<file path="src/inc/ifl_pkg.sv">
// package of register map, field positions and reset values
package ifl_pkg;
  localparam logic [7:0] ADDR_INTCTL = 8'h0b;
  localparam logic [7:0] ADDR_PFLAGS = 8'h0c;
  localparam logic [7:0] ADDR_PENABLES = 8'h8c;
  localparam logic [7:0] ADDR_OPTION = 8'h81;
  localparam logic [7:0] ADDR_MASK = 8'h90;
  localparam int BIT_PCF = 0;
  localparam int BIT_PIF = 1;
  localparam int BIT_TOF = 2;
  localparam int BIT_PCE = 3;
  localparam int BIT_PIE = 4;
  localparam int BIT_TOE = 5;
  localparam int BIT_PGE = 6;
  localparam int BIT_GIE = 7;
  localparam int BIT_CMP = 6;
  localparam int BIT_PSP = 7;
  localparam int BIT_EDGE = 6;
  localparam logic [7:0] RST_INTCTL = 8'h00;
  localparam logic [7:0] RST_PERIPH = 8'h00;
  localparam logic [7:0] RST_OPTION = 8'hff;
  localparam logic [7:0] PERIPH_MASK = 8'hc0;
  localparam logic [7:0] RETURN_OPCODE = 8'h09;
  localparam int RETURN_CYCLES = 2;
endpackage

</file>
<file path="src/inc/ifl_evt_if.sv">
// interface carrying detected events from detector to top
`timescale 1ns/1ns
interface ifl_evt_if;
  logic pinEdge;
  logic portChange;
  logic timerWrap;
  modport src (output pinEdge, output portChange, output timerWrap);
  modport dst (input pinEdge, input portChange, input timerWrap);
endinterface

</file>
<file path="src/hw/ifl_event_detect.sv">
// edge, change and overflow detectors for interrupt sources
`timescale 1ns/1ns
module ifl_event_detect (
  input wire logic coreClk,
  input wire logic rstN,
  input wire logic edgeSelect,
  input wire logic pinLevel,
  input wire logic [3:0] portHigh,
  input wire logic timerTick,
  input wire logic [7:0] timerValue,
  ifl_evt_if.src evt
);
  logic pinLast_reg;
  logic [3:0] portLast_reg;
  logic primed_reg;
  always_ff @(posedge coreClk or negedge rstN) begin
    if (!rstN) begin
      pinLast_reg <= 1'b0;
      portLast_reg <= 4'h0;
      primed_reg <= 1'b0;
    end else begin
      pinLast_reg <= pinLevel;
      portLast_reg <= portHigh;
      primed_reg <= 1'b1;
    end
  end
  assign evt.pinEdge = primed_reg & (edgeSelect ? (pinLevel & ~pinLast_reg)
    : (~pinLevel & pinLast_reg));
  assign evt.portChange = primed_reg & (portHigh != portLast_reg);
  assign evt.timerWrap = timerTick & (timerValue == 8'hff);
endmodule

</file>
<file path="src/hw/ifl_return_from_interrupt_seq.sv">
// two-cycle return-from-interrupt sequencer
`timescale 1ns/1ns
module ifl_return_from_interrupt_seq (
  input wire logic coreClk,
  input wire logic rstN,
  input wire logic start,
  output logic setGlobal,
  output logic busy
);
  typedef enum logic [1:0] {
    IDLE = 2'b01,
    POP = 2'b10
  } ifl_ret_type;
  ifl_ret_type state_reg;
  always_ff @(posedge coreClk or negedge rstN) begin
    if (!rstN) begin
      state_reg <= IDLE;
    end else begin
      unique case (state_reg)
        IDLE: begin
          if (start) begin
            state_reg <= POP;
          end
        end
        POP: begin
          state_reg <= IDLE;
        end
        default: begin
          state_reg <= IDLE;
        end
      endcase
    end
  end
  assign busy = (state_reg == POP) | start;
  assign setGlobal = (state_reg == POP);
endmodule

</file>
<file path="src/hw/ifl_interrupt_logic.sv">
// interrupt flag and enable logic with register port
//
// The implementer's own choice: strobed register access.
`timescale 1ns/1ns
// Functional notes
// pin interrupt on selected rising/falling edge
// valid edge sets pin flag bit 1
// bit 4 enables pin interrupt
// pin flag stays set until software clears
// pin edge wakes sleep if enabled before
// vector after wake only with global enable
// timer wrap sets timer flag bit 2
// bit 5 enables timer interrupt
// port high-nibble change sets flag bit 0
// port change has separate enable bit
// software masks comparator during mode change
// control bit order; reset clears all
// software keeps parallel bits zero if absent
// flags set regardless of enables
// return sets global enable over two cycles
// request from gated core or peripheral flags
module ifl_interrupt_logic (
  input wire logic core_clk,
  input wire logic rst_n,
  input wire logic [7:0] regAddr,
  input wire logic [7:0] regWdata,
  input wire logic regWrite,
  input wire logic regRead,
  output logic [7:0] regRdata,
  input wire logic externalInterruptPin,
  input wire logic [3:0] portBHigh,
  input wire logic timerTick,
  input wire logic [7:0] timerZeroCounter,
  input wire logic comparatorEvent,
  input wire logic parallelPortEvent,
  input wire logic sleepEnter,
  input wire logic returnFromInterrupt,
  input wire logic vectorTaken,
  output logic interruptRequest,
  output logic wakeUp,
  output logic branchToVector,
  output logic returnBusy,
  output logic irq
);
  ////////////////////////////////////////////////////////////////////////
  logic [7:0] intCtl_reg;
  logic [7:0] pFlags_reg;
  logic [7:0] pEnables_reg;
  logic [7:0] option_reg;
  logic [7:0] mask_reg;
  logic [7:0] rdata_reg;
  logic sleeping_reg;
  logic pinEnableAtSleep_reg;
  logic wake_reg;
  logic branch_reg;
  logic setGlobal;
  logic wrCtl;
  logic wrPfl;
  ifl_evt_if evt ();

  function automatic logic [7:0] w1cSet(input logic [7:0] cur,
    input logic [7:0] set, input logic [7:0] wr, input logic en);
    w1cSet = set | (cur & ~(en ? wr : 8'h00));
  endfunction

  ////////////////////////////////////////////////////////////////////////
  ifl_event_detect u_detect (
    .coreClk(core_clk),
    .rstN(rst_n),
    .edgeSelect(option_reg[ifl_pkg::BIT_EDGE]),
    .pinLevel(externalInterruptPin),
    .portHigh(portBHigh),
    .timerTick(timerTick),
    .timerValue(timerZeroCounter),
    .evt(evt)
  );

  ifl_return_from_interrupt_seq u_ret (
    .coreClk(core_clk),
    .rstN(rst_n),
    .start(returnFromInterrupt),
    .setGlobal(setGlobal),
    .busy(returnBusy)
  );

  ////////////////////////////////////////////////////////////////////////
  assign wrCtl = regWrite & (regAddr == ifl_pkg::ADDR_INTCTL);
  assign wrPfl = regWrite & (regAddr == ifl_pkg::ADDR_PFLAGS);

  // control register: flags set on event, cleared by writing zero
  always_ff @(posedge core_clk or negedge rst_n) begin
    if (!rst_n) begin
      intCtl_reg <= ifl_pkg::RST_INTCTL;
    end else begin
      if (wrCtl) begin
        intCtl_reg <= regWdata;
      end
      if (vectorTaken) begin
        intCtl_reg[ifl_pkg::BIT_GIE] <= 1'b0;
      end
      if (setGlobal) begin
        intCtl_reg[ifl_pkg::BIT_GIE] <= 1'b1;
      end
      if (evt.pinEdge) begin
        intCtl_reg[ifl_pkg::BIT_PIF] <= 1'b1;
      end
      if (evt.timerWrap) begin
        intCtl_reg[ifl_pkg::BIT_TOF] <= 1'b1;
      end
      if (evt.portChange) begin
        intCtl_reg[ifl_pkg::BIT_PCF] <= 1'b1;
      end
    end
  end

  // peripheral flags: set wins over software write of zero
  always_ff @(posedge core_clk or negedge rst_n) begin
    if (!rst_n) begin
      pFlags_reg <= ifl_pkg::RST_PERIPH;
    end else begin
      pFlags_reg <= ((wrPfl ? regWdata : pFlags_reg)
        | {parallelPortEvent, comparatorEvent, 6'h00})
        & ifl_pkg::PERIPH_MASK;
    end
  end

  always_ff @(posedge core_clk or negedge rst_n) begin
    if (!rst_n) begin
      pEnables_reg <= ifl_pkg::RST_PERIPH;
      option_reg <= ifl_pkg::RST_OPTION;
      mask_reg <= 8'h00;
    end else if (regWrite) begin
      if (regAddr == ifl_pkg::ADDR_PENABLES) begin
        pEnables_reg <= regWdata & ifl_pkg::PERIPH_MASK;
      end
      if (regAddr == ifl_pkg::ADDR_OPTION) begin
        option_reg <= regWdata;
      end
      if (regAddr == ifl_pkg::ADDR_MASK) begin
        mask_reg <= regWdata;
      end
    end
  end

  ////////////////////////////////////////////////////////////////////////
  logic pinHit;
  logic otherHit;
  logic periphHit;
  logic anyPending;
  assign pinHit = intCtl_reg[ifl_pkg::BIT_PIE]
    & intCtl_reg[ifl_pkg::BIT_PIF];
  // every enabled source except the pin, also used for wake
  assign otherHit = periphHit
    | (intCtl_reg[ifl_pkg::BIT_TOE] & intCtl_reg[ifl_pkg::BIT_TOF])
    | (intCtl_reg[ifl_pkg::BIT_PCE] & intCtl_reg[ifl_pkg::BIT_PCF]);
  assign periphHit = intCtl_reg[ifl_pkg::BIT_PGE]
    & (|(pFlags_reg & pEnables_reg));
  assign anyPending = pinHit | otherHit;
  assign interruptRequest = intCtl_reg[ifl_pkg::BIT_GIE] & anyPending;

  // sleep tracking and wake
  always_ff @(posedge core_clk or negedge rst_n) begin
    if (!rst_n) begin
      sleeping_reg <= 1'b0;
      pinEnableAtSleep_reg <= 1'b0;
      wake_reg <= 1'b0;
      branch_reg <= 1'b0;
    end else begin
      wake_reg <= 1'b0;
      branch_reg <= 1'b0;
      if (sleepEnter & ~sleeping_reg) begin
        sleeping_reg <= 1'b1;
        pinEnableAtSleep_reg <= intCtl_reg[ifl_pkg::BIT_PIE];
      end else if (sleeping_reg & ((evt.pinEdge & pinEnableAtSleep_reg)
        | otherHit)) begin
        sleeping_reg <= 1'b0;
        wake_reg <= 1'b1;
        branch_reg <= intCtl_reg[ifl_pkg::BIT_GIE];
      end
    end
  end
  assign wakeUp = wake_reg;
  assign branchToVector = branch_reg;
  assign irq = |(intCtl_reg[2:0] & mask_reg[2:0])
    | |(pFlags_reg & mask_reg & ifl_pkg::PERIPH_MASK);

  ////////////////////////////////////////////////////////////////////////
  always_ff @(posedge core_clk or negedge rst_n) begin
    if (!rst_n) begin
      rdata_reg <= 8'h00;
    end else if (regRead) begin
      unique case (regAddr)
        ifl_pkg::ADDR_INTCTL: rdata_reg <= intCtl_reg;
        ifl_pkg::ADDR_PFLAGS: rdata_reg <= pFlags_reg;
        ifl_pkg::ADDR_PENABLES: rdata_reg <= pEnables_reg;
        ifl_pkg::ADDR_OPTION: rdata_reg <= option_reg;
        ifl_pkg::ADDR_MASK: rdata_reg <= mask_reg;
        default: rdata_reg <= 8'h00;
      endcase
    end else begin
      rdata_reg <= 8'h00;
    end
  end
  assign regRdata = rdata_reg;
endmodule

</file>
<file path="config.mk">
export PLATFORM = sky130hd
export DESIGN_NAME = ifl_interrupt_logic
export DESIGN_NICKNAME = d
export VERILOG_FILES = /design/src/inc/ifl_pkg.sv /design/src/inc/ifl_evt_if.sv /design/src/hw/ifl_event_detect.sv /design/src/hw/ifl_return_from_interrupt_seq.sv /design/src/hw/ifl_interrupt_logic.sv
export SDC_FILE = /design/constraint.sdc
export NUM_CORES = 1
export LEC_CHECK = 0
export ABC_AREA = 1
export BUFFER_PORTS_ARGS = -buffer_cell sky130_fd_sc_hd__buf_2
export CORE_MARGIN = 5
export CORE_UTILIZATION = 53
export CTS_CLUSTER_DIAMETER = 60
export CTS_CLUSTER_SIZE = 28
export DETAILED_ROUTE_END_ITERATION = 10
export GPL_TIMING_DRIVEN = 0
export MAX_ROUTING_LAYER = met4
export PLACE_DENSITY = 0.78
export RECOVER_POWER = 50
export SKIP_CTS_REPAIR_TIMING = 1
export SYNTH_ARGS = -nofsm -noshare
export SYNTH_HDL_FRONTEND = slang
export SYNTH_SLANG_ARGS = --single-unit
</file>
<file path="constraint.sdc">
create_clock -name core_clk -period 1.2 [get_ports core_clk]
set_input_delay 0.24 -clock core_clk [delete_from_list [all_inputs] [get_ports core_clk]]
set_output_delay 0.24 -clock core_clk [all_outputs]
set_load 0.01 [all_outputs]
</file>
==> results of run 1 <==
==> metrics by stage <==
step / setup slack (ns) / setup TNS [ns]
after global routing: -0.547 / -1.37
after floorplan: 0.106 / 0
after global placement: -0.142 / -2.89
final: -0.442 / -0.991
after detailed placement: -0.154 / -3.19
after CTS: -0.503 / -1.11
==> how the worst max path moves through the flow <==
stage	cells after the start	endpoint	startpoint
after floorplan	9	mask_reg[2]	regAddr[6]
after global placement	10	mask_reg[2]	regAddr[0]
after detailed placement	10	mask_reg[2]	regAddr[0]
after CTS	7	interruptRequest	intCtl_reg[2]
after global routing	7	interruptRequest	pFlags_reg[6]
final	7	interruptRequest	pFlags_reg[6]
==> metal layers <==
layer  GRT usage [%]  vias to the layer above  wire, um
met5               -                        -         0
met4            6.41                        0        70
met3            4.26                        5       280
met2            27.7                       52      2350
met1            24.1                      893      2080
li1                -                      952         -
==> cell families after synthesis <==
group / count (synthesis)
xor gates and xnor gates: 4
and+or+nand+nor: 125
muxes: 1
DFF: 48
AOI/OAI and AO/OA: 37
buffers and inverters: 41
other: 1
==> synth_stat cells (all sizes together) <==
cell type,instances,area (um2)
conb,1,3.75
dfstp,9,236
o211ai,2,25.0
o21ai,29,205
buf,4,41.3
o21bai,1,7.51
nor2,13,86.3
clkinv,1,5.00
xnor2,3,26.3
inv,36,135
dfrtp,39,976
nand3,36,185
a22o,1,8.76
xor2,1,8.76
nor3,1,5.00
mux2,1,11.3
nand2,71,297
nand4,4,25.0
a21oi,4,20.0
==> power by group through the flow <==
stage	Sequential (mW)	Combinational, mW	Clock [mW]
2_1_floorplan	1.79	0.194	0
3_3_place_gp	1.80	0.339	0
3_5_place_dp	1.80	0.349	0
5_1_grt	1.79	0.433	1.29
4_1_cts	1.77	0.352	1.21
6_report	1.78	0.377	1.18
==> layout make-up <==
class | count | share of cell area [%]
Sequential cell | 48 | 43.0
Clock buffer | 5 | 2.44
Timing Repair Buffer | 56 | 10.3
Tap cell | 52 | 2.31
Clock inverter | 3 | 1.64
Buffer | 4 | 1.46
Inverter | 37 | 4.97
Multi-Input combinational cell | 168 | 33.9
==> flow_summary.json, run 1 <==
{
  "status": "finished with violations",
  "violations": "setup timing",
  "setup_viol": 3,
  "max-cap-violations": 0,
  "hpwlAfterDp_um": 3640,
  "syn_area_per_cell_um2": 8.98,
  "r2r_slack_ns": 0.01,
  "pwr-share-comb_pct": 11.3,
  "reg2reg_from": "pFlags_reg[6]",
  "p_sw_mw": 0.842,
  "start_kind": "flip-flop",
  "power_mw": 3.34,
  "ys_seq_elements": 48,
  "tightest_slew_ns": 1.13,
  "clock.fmax_ghz": 0.609,
  "fin_area_um2": 2820,
  "clk_path_buf_depth": 2,
  "worst_skew_pair.late_latency_ns": 0.30,
  "p_int_mw": 2.50,
  "synth.area.mux_share_pct": 0.488,
  "ant_nets": 0,
  "antenna_found_initial": 0,
  "crit-reg2reg-capture": "branchToVector",
  "critPathBufInv": 2,
  "hold_path_class": "input pin to flip-flop",
  "diodes": 0,
  "yosysSeqAreaShare_pct": 52.5,
  "io_buffers": 51,
  "final_cell_count_no_fill": 373,
  "r2r_cells": 7,
  "power_density_nw_per_um2": 1180,
  "drcViolationCount": 0,
  "swShare_pct": 25.2,
  "syn-cell-area_um2": 2310,
  "hold_end": "u_detect.portLast_reg[2]",
  "yosys.area_share.simple_pct": 25.9,
  "slew_violations": 0,
  "synth_top_family_by_area": "simple AND/OR/NAND/NOR gates",
  "grt_max_degree": 49,
  "cp-end-kind": "output port",
  "clock-root-buffer": "clkbuf_8",
  "grt_pass1_wl_um": 8330,
  "viasPerCell": 5.10,
  "synth_xor_area_share_pct": 1.52,
  "std_cell_rows": 24,
  "place_area_um2": 2630,
  "worst_slack_ns": -0.442,
  "placedCellCount": 360,
  "ir_drop_mv": 1.08,
  "crit_chain": "nand2_1, nand2_1, a21oi_2, nand2_1, nand2_1, inv_1, buf_2",
  "path_clk_slew_ns": 0.09,
  "grtUsageTotal_pct": 18.3,
  "cts_buffers": 5,
  "multi_input_area_um2": 957,
  "vias": 1902,
  "postLayoutCoreUtil_pct": 65.7,
  "hold-path-cell-count": 1,
  "fin_nets": 359,
  "grt_pass1_vias": 1828,
  "initial_core_util_pct": 53.8,
  "arrival_ns": 1.40,
  "fp.dieH_um": 76.0,
  "pwr-share-clk_pct": 35.4,
  "crit_top_cell": "nand2_1",
  "path_class": "flip-flop to output port",
  "fin_crit_sh_pct": 137,
  "ios": 52,
  "cts_num_sinks": 48,
  "syn-instance-count": 257,
  "first_pass_iters": 4,
  "relSlewSlack_pct": 24.9,
  "hold_path_startpoint": "portBHigh[2]",
  "finalHoldViolations": 0,
  "leakage_nw": 1.47,
  "die_w_um": 76.0,
  "regArea_um2": 1210,
  "drive_gt1_share_pct": 38.0,
  "place_congestion": 0.864,
  "slowest_stage": "dfrtp_1",
  "required_ns": 0.96,
  "first_iter_violations": 165,
  "hold_slack_ns": 0.0698,
  "min_period_ns": 1.64,
  "htree_num_levels": 2,
  "grt_setup_unrepaired": "yes",
  "final_common_cell": "nand2_1",
  "power.share.sequential_pct": 53.3,
  "syn_to_final_growth_pct": 22.2,
  "grt_overflow": 0,
  "fill_cells": 366,
  "core_area_um2": 4290,
  "clock_skew_ns": 0.00536,
  "synth_compound_area_share_pct": 11.5,
  "die_area_um2": 5780,
  "wl_um": 4780,
  "critical_path.top_delay_family": "flip-flops",
  "synth_fa_ha_area_share_pct": 0,
  "yosys_warnings": 0,
  "cpPeakStageDelay_ns": 0.43,
  "layout_common_cells": "60 x nand2_1, 45 x buf_2, 39 x dfrtp_1",
  "cp_max_fo": 4,
  "synth_cell_types": 28,
  "syn_nets": 296,
  "wire_per_inst_um": 12.8,
  "cts_tree": "done"
}
Note: power is estimated with default switching activity, not from simulation.
==> run 2, diff against run 1 <==
--- a/config.mk
+++ b/config.mk
@@ -7,6 +7,7 @@
 export LEC_CHECK = 0
 export ABC_AREA = 1
 export BUFFER_PORTS_ARGS = -buffer_cell sky130_fd_sc_hd__buf_2
+export CORE_ASPECT_RATIO = 1.25
 export CORE_MARGIN = 5
 export CORE_UTILIZATION = 53
 export CTS_CLUSTER_DIAMETER = 60
==> constraint.sdc (replaced) <==
create_clock -name core_clk -period 1.2 [get_ports core_clk]
set_input_delay 0.18 -clock core_clk [delete_from_list [all_inputs] [get_ports core_clk]]
set_output_delay 0.18 -clock core_clk [all_outputs]
set_load 0.01 [all_outputs]
==> run 2 against run 1 <==
  * The run still ends with setup timing left
  * Register-to-register slack gained 0.06 ns
  * Worst setup slack gained 0.13 ns
  * Clock power shrank 4%
==> flow_summary.json, run 2 (synthesis gave the netlist of run 1 again) <==
{
  "status": "finished with violations",
  "violations": "setup timing",
  "grt_use_met1_pct": 20.9,
  "setup_viol": 3,
  "core_area_um2": 4160,
  "die_w_um": 69.0,
  "worst_slack_ns": -0.313,
  "fin_crit_sh_pct": 126,
  "power_mw": 3.30,
  "grt_overflow": 0,
  "path_clk_slew_ns": 0.08,
  "fin_area_um2": 2830,
  "std_cell_rows": 26,
  "antenna_found_initial": 0,
  "path_class": "flip-flop to output port",
  "slew_violations": 0,
  "io_buffers": 51,
  "die_area_um2": 5780,
  "syn_to_final_growth_pct": 22.7,
  "ir_drop_mv": 0.891,
  "hold_path_class": "input pin to flip-flop",
  "first_pass_iters": 4,
  "wl_um": 5010,
  "initial_core_util_pct": 55.4,
  "regArea_um2": 1210,
  "drive_gt1_share_pct": 38.2,
  "relSlewSlack_pct": 23.8,
  "first_iter_violations": 114,
  "place_congestion": 0.892,
  "start_kind": "flip-flop",
  "clock.fmax_ghz": 0.661,
  "fin_nets": 363,
  "clock_skew_ns": 0.00547,
  "grt_pass1_wl_um": 8410,
  "min_period_ns": 1.51,
  "cts_buffers": 5,
  "grt_use_met3_pct": 4.70,
  "clk_path_buf_depth": 2,
  "clock-root-buffer": "clkbuf_8",
  "max-cap-violations": 0,
  "tightest_slew_ns": 1.14,
  "cp-end-kind": "output port",
  "place_area_um2": 2630,
  "finalHoldViolations": 0,
  "top_usage_layer": "met2",
  "viasPerCell": 5.18,
  "power_density_nw_per_um2": 1160,
  "multi_input_area_um2": 945,
  "cts_num_sinks": 48,
  "grt.met2_usage_pct": 30.9,
  "diodes": 0,
  "grt_setup_unrepaired": "yes",
  "cp_max_fo": 3,
  "vias": 1973,
  "cts_tree": "done",
  "grt_max_degree": 49,
  "wire_per_inst_um": 13.2,
  "ios": 52,
  "layout_common_cells": "60 x nand2_1, 45 x buf_2, 39 x dfrtp_1",
  "grt_pass1_vias": 1897,
  "grtUsageTotal_pct": 18.5,
  "arrival_ns": 1.33,
  "hpwlAfterDp_um": 3740,
  "htree_num_levels": 2,
  "drcViolationCount": 0,
  "fill_cells": 373,
  "final_common_cell": "nand2_1",
  "leakage_nw": 1.48,
  "r2r_slack_ns": 0.07,
  "worst_skew_pair.late_latency_ns": 0.30,
  "fp.dieH_um": 83.8,
  "required_ns": 1.02,
  "ant_nets": 0
}
run 2: cell types whose count changed in the layout (fill, tap and decap cells not counted), sizes merged:
cell,previous run,this run
clkbuf,11,12
clkinvlp,1,0
clkinv,1,2
inv,37,36
buf,54,58
run 2: power by group:
group | internal [mW] | switching, mW
Sequential | 1.71 | 0.0630
Combinational | 0.167 | 0.225
Clock | 0.618 | 0.509
run 2: worst paths after layout:
path | from | endpoint | cells after the start
setup reg to reg | pFlags_reg[6] | wakeUp | 7
hold reg to reg | u_ret.state_reg[1] | u_ret.state_reg[1] | 1
max in group asynchronous | rst_n | mask_reg[2] | 1
hold / removal | portBHigh[0] | u_detect.portLast_reg[0] | 1
min in group asynchronous | rst_n | u_detect.portLast_reg[0] | 1
setup / recovery | pFlags_reg[6] | interruptRequest | 7
run 2: critical path, cell delays in order, from the launching register on:
cell     delay [ns]
dfrtp_1        0.41
nand2_1        0.08
nand2_1        0.06
a21oi_2        0.18
nand2_1        0.08
nand2_1        0.06
inv_1          0.04
buf_2          0.13
run 2: area by class of cell:
cell class,count,share of cell area (%)
Inverter,37,4.95
Multi-Input combinational cell,168,33.3
Timing Repair Buffer,60,11.2
Buffer,4,1.46
Sequential cell,48,42.8
Tap cell,56,2.47
Clock inverter,2,1.24
Clock buffer,6,2.56
run 2: per-layer routing:
metal / part of all wire [%] / wire [um] / up-vias
met5: 0 / 0 / -
met4: 2.5 / 125 / 0
met3: 6.5 / 328 / 16
met2: 51 / 2570 / 65
met1: 40 / 1990 / 937
li1: - / - / 955
run 2: per-stage QoR:
stage	hold slack, ns	utilization [%]	setup slack (ns)	setup TNS [ns]	cells
after floorplan	-0.116	-	0.166	0	257
after global placement	0.312	63.3	-0.0753	-0.907	364
after detailed placement	0.317	63.3	-0.0955	-1.59	364
after CTS	-0.000350	65.8	-0.405	-0.868	372
after global routing	0.0125	68.0	-0.415	-0.864	381
final	0.0117	68.0	-0.313	-0.662	381
==> run 3, diff against run 2 <==
--- a/config.mk
+++ b/config.mk
@@ -9,13 +9,12 @@
 export BUFFER_PORTS_ARGS = -buffer_cell sky130_fd_sc_hd__buf_2
 export CORE_ASPECT_RATIO = 1.25
 export CORE_MARGIN = 5
-export CORE_UTILIZATION = 53
+export CORE_UTILIZATION = 39
 export CTS_CLUSTER_DIAMETER = 60
 export CTS_CLUSTER_SIZE = 28
 export DETAILED_ROUTE_END_ITERATION = 10
 export GPL_TIMING_DRIVEN = 0
 export MAX_ROUTING_LAYER = met4
-export PLACE_DENSITY = 0.78
 export RECOVER_POWER = 50
 export SKIP_CTS_REPAIR_TIMING = 1
 export SYNTH_ARGS = -nofsm -noshare
==> run 3 against run 2 <==
  * The flow still finishes with violations (setup timing)
  * Hold slack improved by 0.00079 ns
  * Via count decreased by 4.8%
  * Non-clock buffer count increased by 2
  * Clock power increased by 9%
  * Sequential power about the same
  * Power increased by 2.7%
  * First-iteration DRC count decreased by 47%
  * Final area increased by 1.4%
  * Largest power group unchanged
  * Combinational power decreased by 3%
  * Core utilization decreased by 18 points
  * Worst setup slack improved by 0.020 ns
  * Die area increased by 31%
==> flow_summary.json, run 3 (synthesis gave the netlist of run 1 again) <==
{
  "first_pass_iters": 4,
  "slew_violations": 0,
  "p_int_mw": 2.56,
  "max-cap-violations": 0,
  "required_ns": 1.02,
  "start_kind": "flip-flop",
  "hold-path-cell-count": 1,
  "drive_gt1_share_pct": 37.0,
  "r2r_cells": 5,
  "hold_path_startpoint": "portBHigh[3]",
  "cts_buffers": 5,
  "worst_skew_pair.late_latency_ns": 0.30,
  "die_area_um2": 7570,
  "crit-reg2reg-capture": "branchToVector",
  "pwr-share-comb_pct": 11.2,
  "grtUsageTotal_pct": 14.0,
  "pwr-share-clk_pct": 36.4,
  "cp-end-kind": "output port",
  "fill_cells": 591,
  "violations": "setup timing",
  "wire_per_inst_um": 12.5,
  "vias": 1878,
  "drcViolationCount": 0,
  "power_mw": 3.39,
  "p_sw_mw": 0.825,
  "power_density_nw_per_um2": 1180,
  "hold_path_class": "input pin to flip-flop",
  "swShare_pct": 24.4,
  "diodes": 0,
  "grt_setup_unrepaired": "yes",
  "grt_pass1_wl_um": 8110,
  "fp.dieH_um": 96.0,
  "clk_path_buf_depth": 2,
  "reg2reg_from": "option_reg[6]",
  "cts_tree": "done",
  "initial_core_util_pct": 39.9,
  "ir_drop_mv": 0.881,
  "power.share.sequential_pct": 52.3,
  "core_area_um2": 5780,
  "ios": 52,
  "grt_pass1_vias": 1814,
  "min_period_ns": 1.49,
  "hpwlAfterDp_um": 3840,
  "finalHoldViolations": 0,
  "ant_nets": 0,
  "setup_viol": 3,
  "final_common_cell": "nand2_1",
  "clock.fmax_ghz": 0.670,
  "viasPerCell": 4.78,
  "arrival_ns": 1.31,
  "clock_skew_ns": 0.0124,
  "io_buffers": 51,
  "hold_end": "u_detect.portLast_reg[3]",
  "fin_crit_sh_pct": 124,
  "clock-root-buffer": "clkbuf_8",
  "first_iter_violations": 60,
  "r2r_slack_ns": 0.12,
  "cp_max_fo": 4,
  "status": "finished with violations",
  "layout_common_cells": "61 x nand2_1, 44 x buf_2, 39 x dfrtp_1",
  "syn_to_final_growth_pct": 24.4,
  "leakage_nw": 1.50,
  "path_class": "flip-flop to output port",
  "wl_um": 4930,
  "antenna_found_initial": 0,
  "relSlewSlack_pct": 21.8,
  "place_congestion": 0.814,
  "htree_num_levels": 2,
  "grt_max_degree": 49,
  "std_cell_rows": 31,
  "fin_nets": 365,
  "tightest_slew_ns": 1.17,
  "setup_tns_ns": -0.646,
  "path_clk_slew_ns": 0.09,
  "die_w_um": 78.8,
  "grt_overflow": 0,
  "worst_slack_ns": -0.293,
  "cts_num_sinks": 48
}
run 3: critical path, stage by stage, from the launching register on:
cell and delay (ns):
dfrtp_1 0.42, a22o_1 0.26, a21oi_2 0.11, nand3_1 0.07, buf_2 0.14
run 3: metal layers:
layer	track usage (%)	routed length, um	up-vias
met3	3.65	286	7
li1	-	-	962
met5	-	0	-
met4	3.58	49	0
met1	16.9	2160	856
met2	23.7	2440	53
run 3: power groups by stage:
| stage | clock (mW) | combinational [mW] | sequential [mW] |
|---|---|---|---|
| floorplan | 0 | 0.194 | 1.79 |
| global placement | 0 | 0.343 | 1.80 |
| detailed placement | 0 | 0.349 | 1.80 |
| CTS | 1.27 | 0.352 | 1.77 |
| global route | 1.34 | 0.433 | 1.79 |
| finish | 1.23 | 0.381 | 1.77 |
run 3: cell type report:
cell class                 count  area [um2]  area share, %
inverter                      37         140           4.88
sequential                    48        1210           42.2
multi-input combinational    168         928           32.3
clock buffer                   6        82.6           2.88
timing repair buffer          62         345           12.0
buffer                         4        41.3           1.44
clock inverter                 2        38.8           1.35
tap                           66        82.6           2.88
run 3: how the worst max path moves through the flow:
| stage | endpoint | depth (start not counted) | from | slack, ns |
|---|---|---|---|---|
| 2_1_floorplan | mask_reg[2] | 9 | regAddr[6] | 0.17 |
| 3_3_place_gp | mask_reg[2] | 10 | regAddr[0] | -0.09 |
| 3_5_place_dp | mask_reg[2] | 10 | regAddr[0] | -0.12 |
| 4_1_cts | interruptRequest | 7 | intCtl_reg[0] | -0.38 |
| 5_1_grt | interruptRequest | 7 | intCtl_reg[0] | -0.35 |
| 6_report | irq | 4 | pFlags_reg[6] | -0.29 |
run 3: stage by stage:
stage	std cells	hold WS [ns]	setup WS [ns]	utilization, %	cell area [um2]
2_1_floorplan	257	-0.116	0.166	-	2310
3_3_place_gp	374	0.314	-0.0882	45.8	2650
3_5_place_dp	374	0.315	-0.115	45.8	2650
4_1_cts	382	-0.00400	-0.384	47.9	2770
5_1_grt	393	0.0135	-0.354	49.7	2870
6_report	393	0.0125	-0.293	49.7	2870
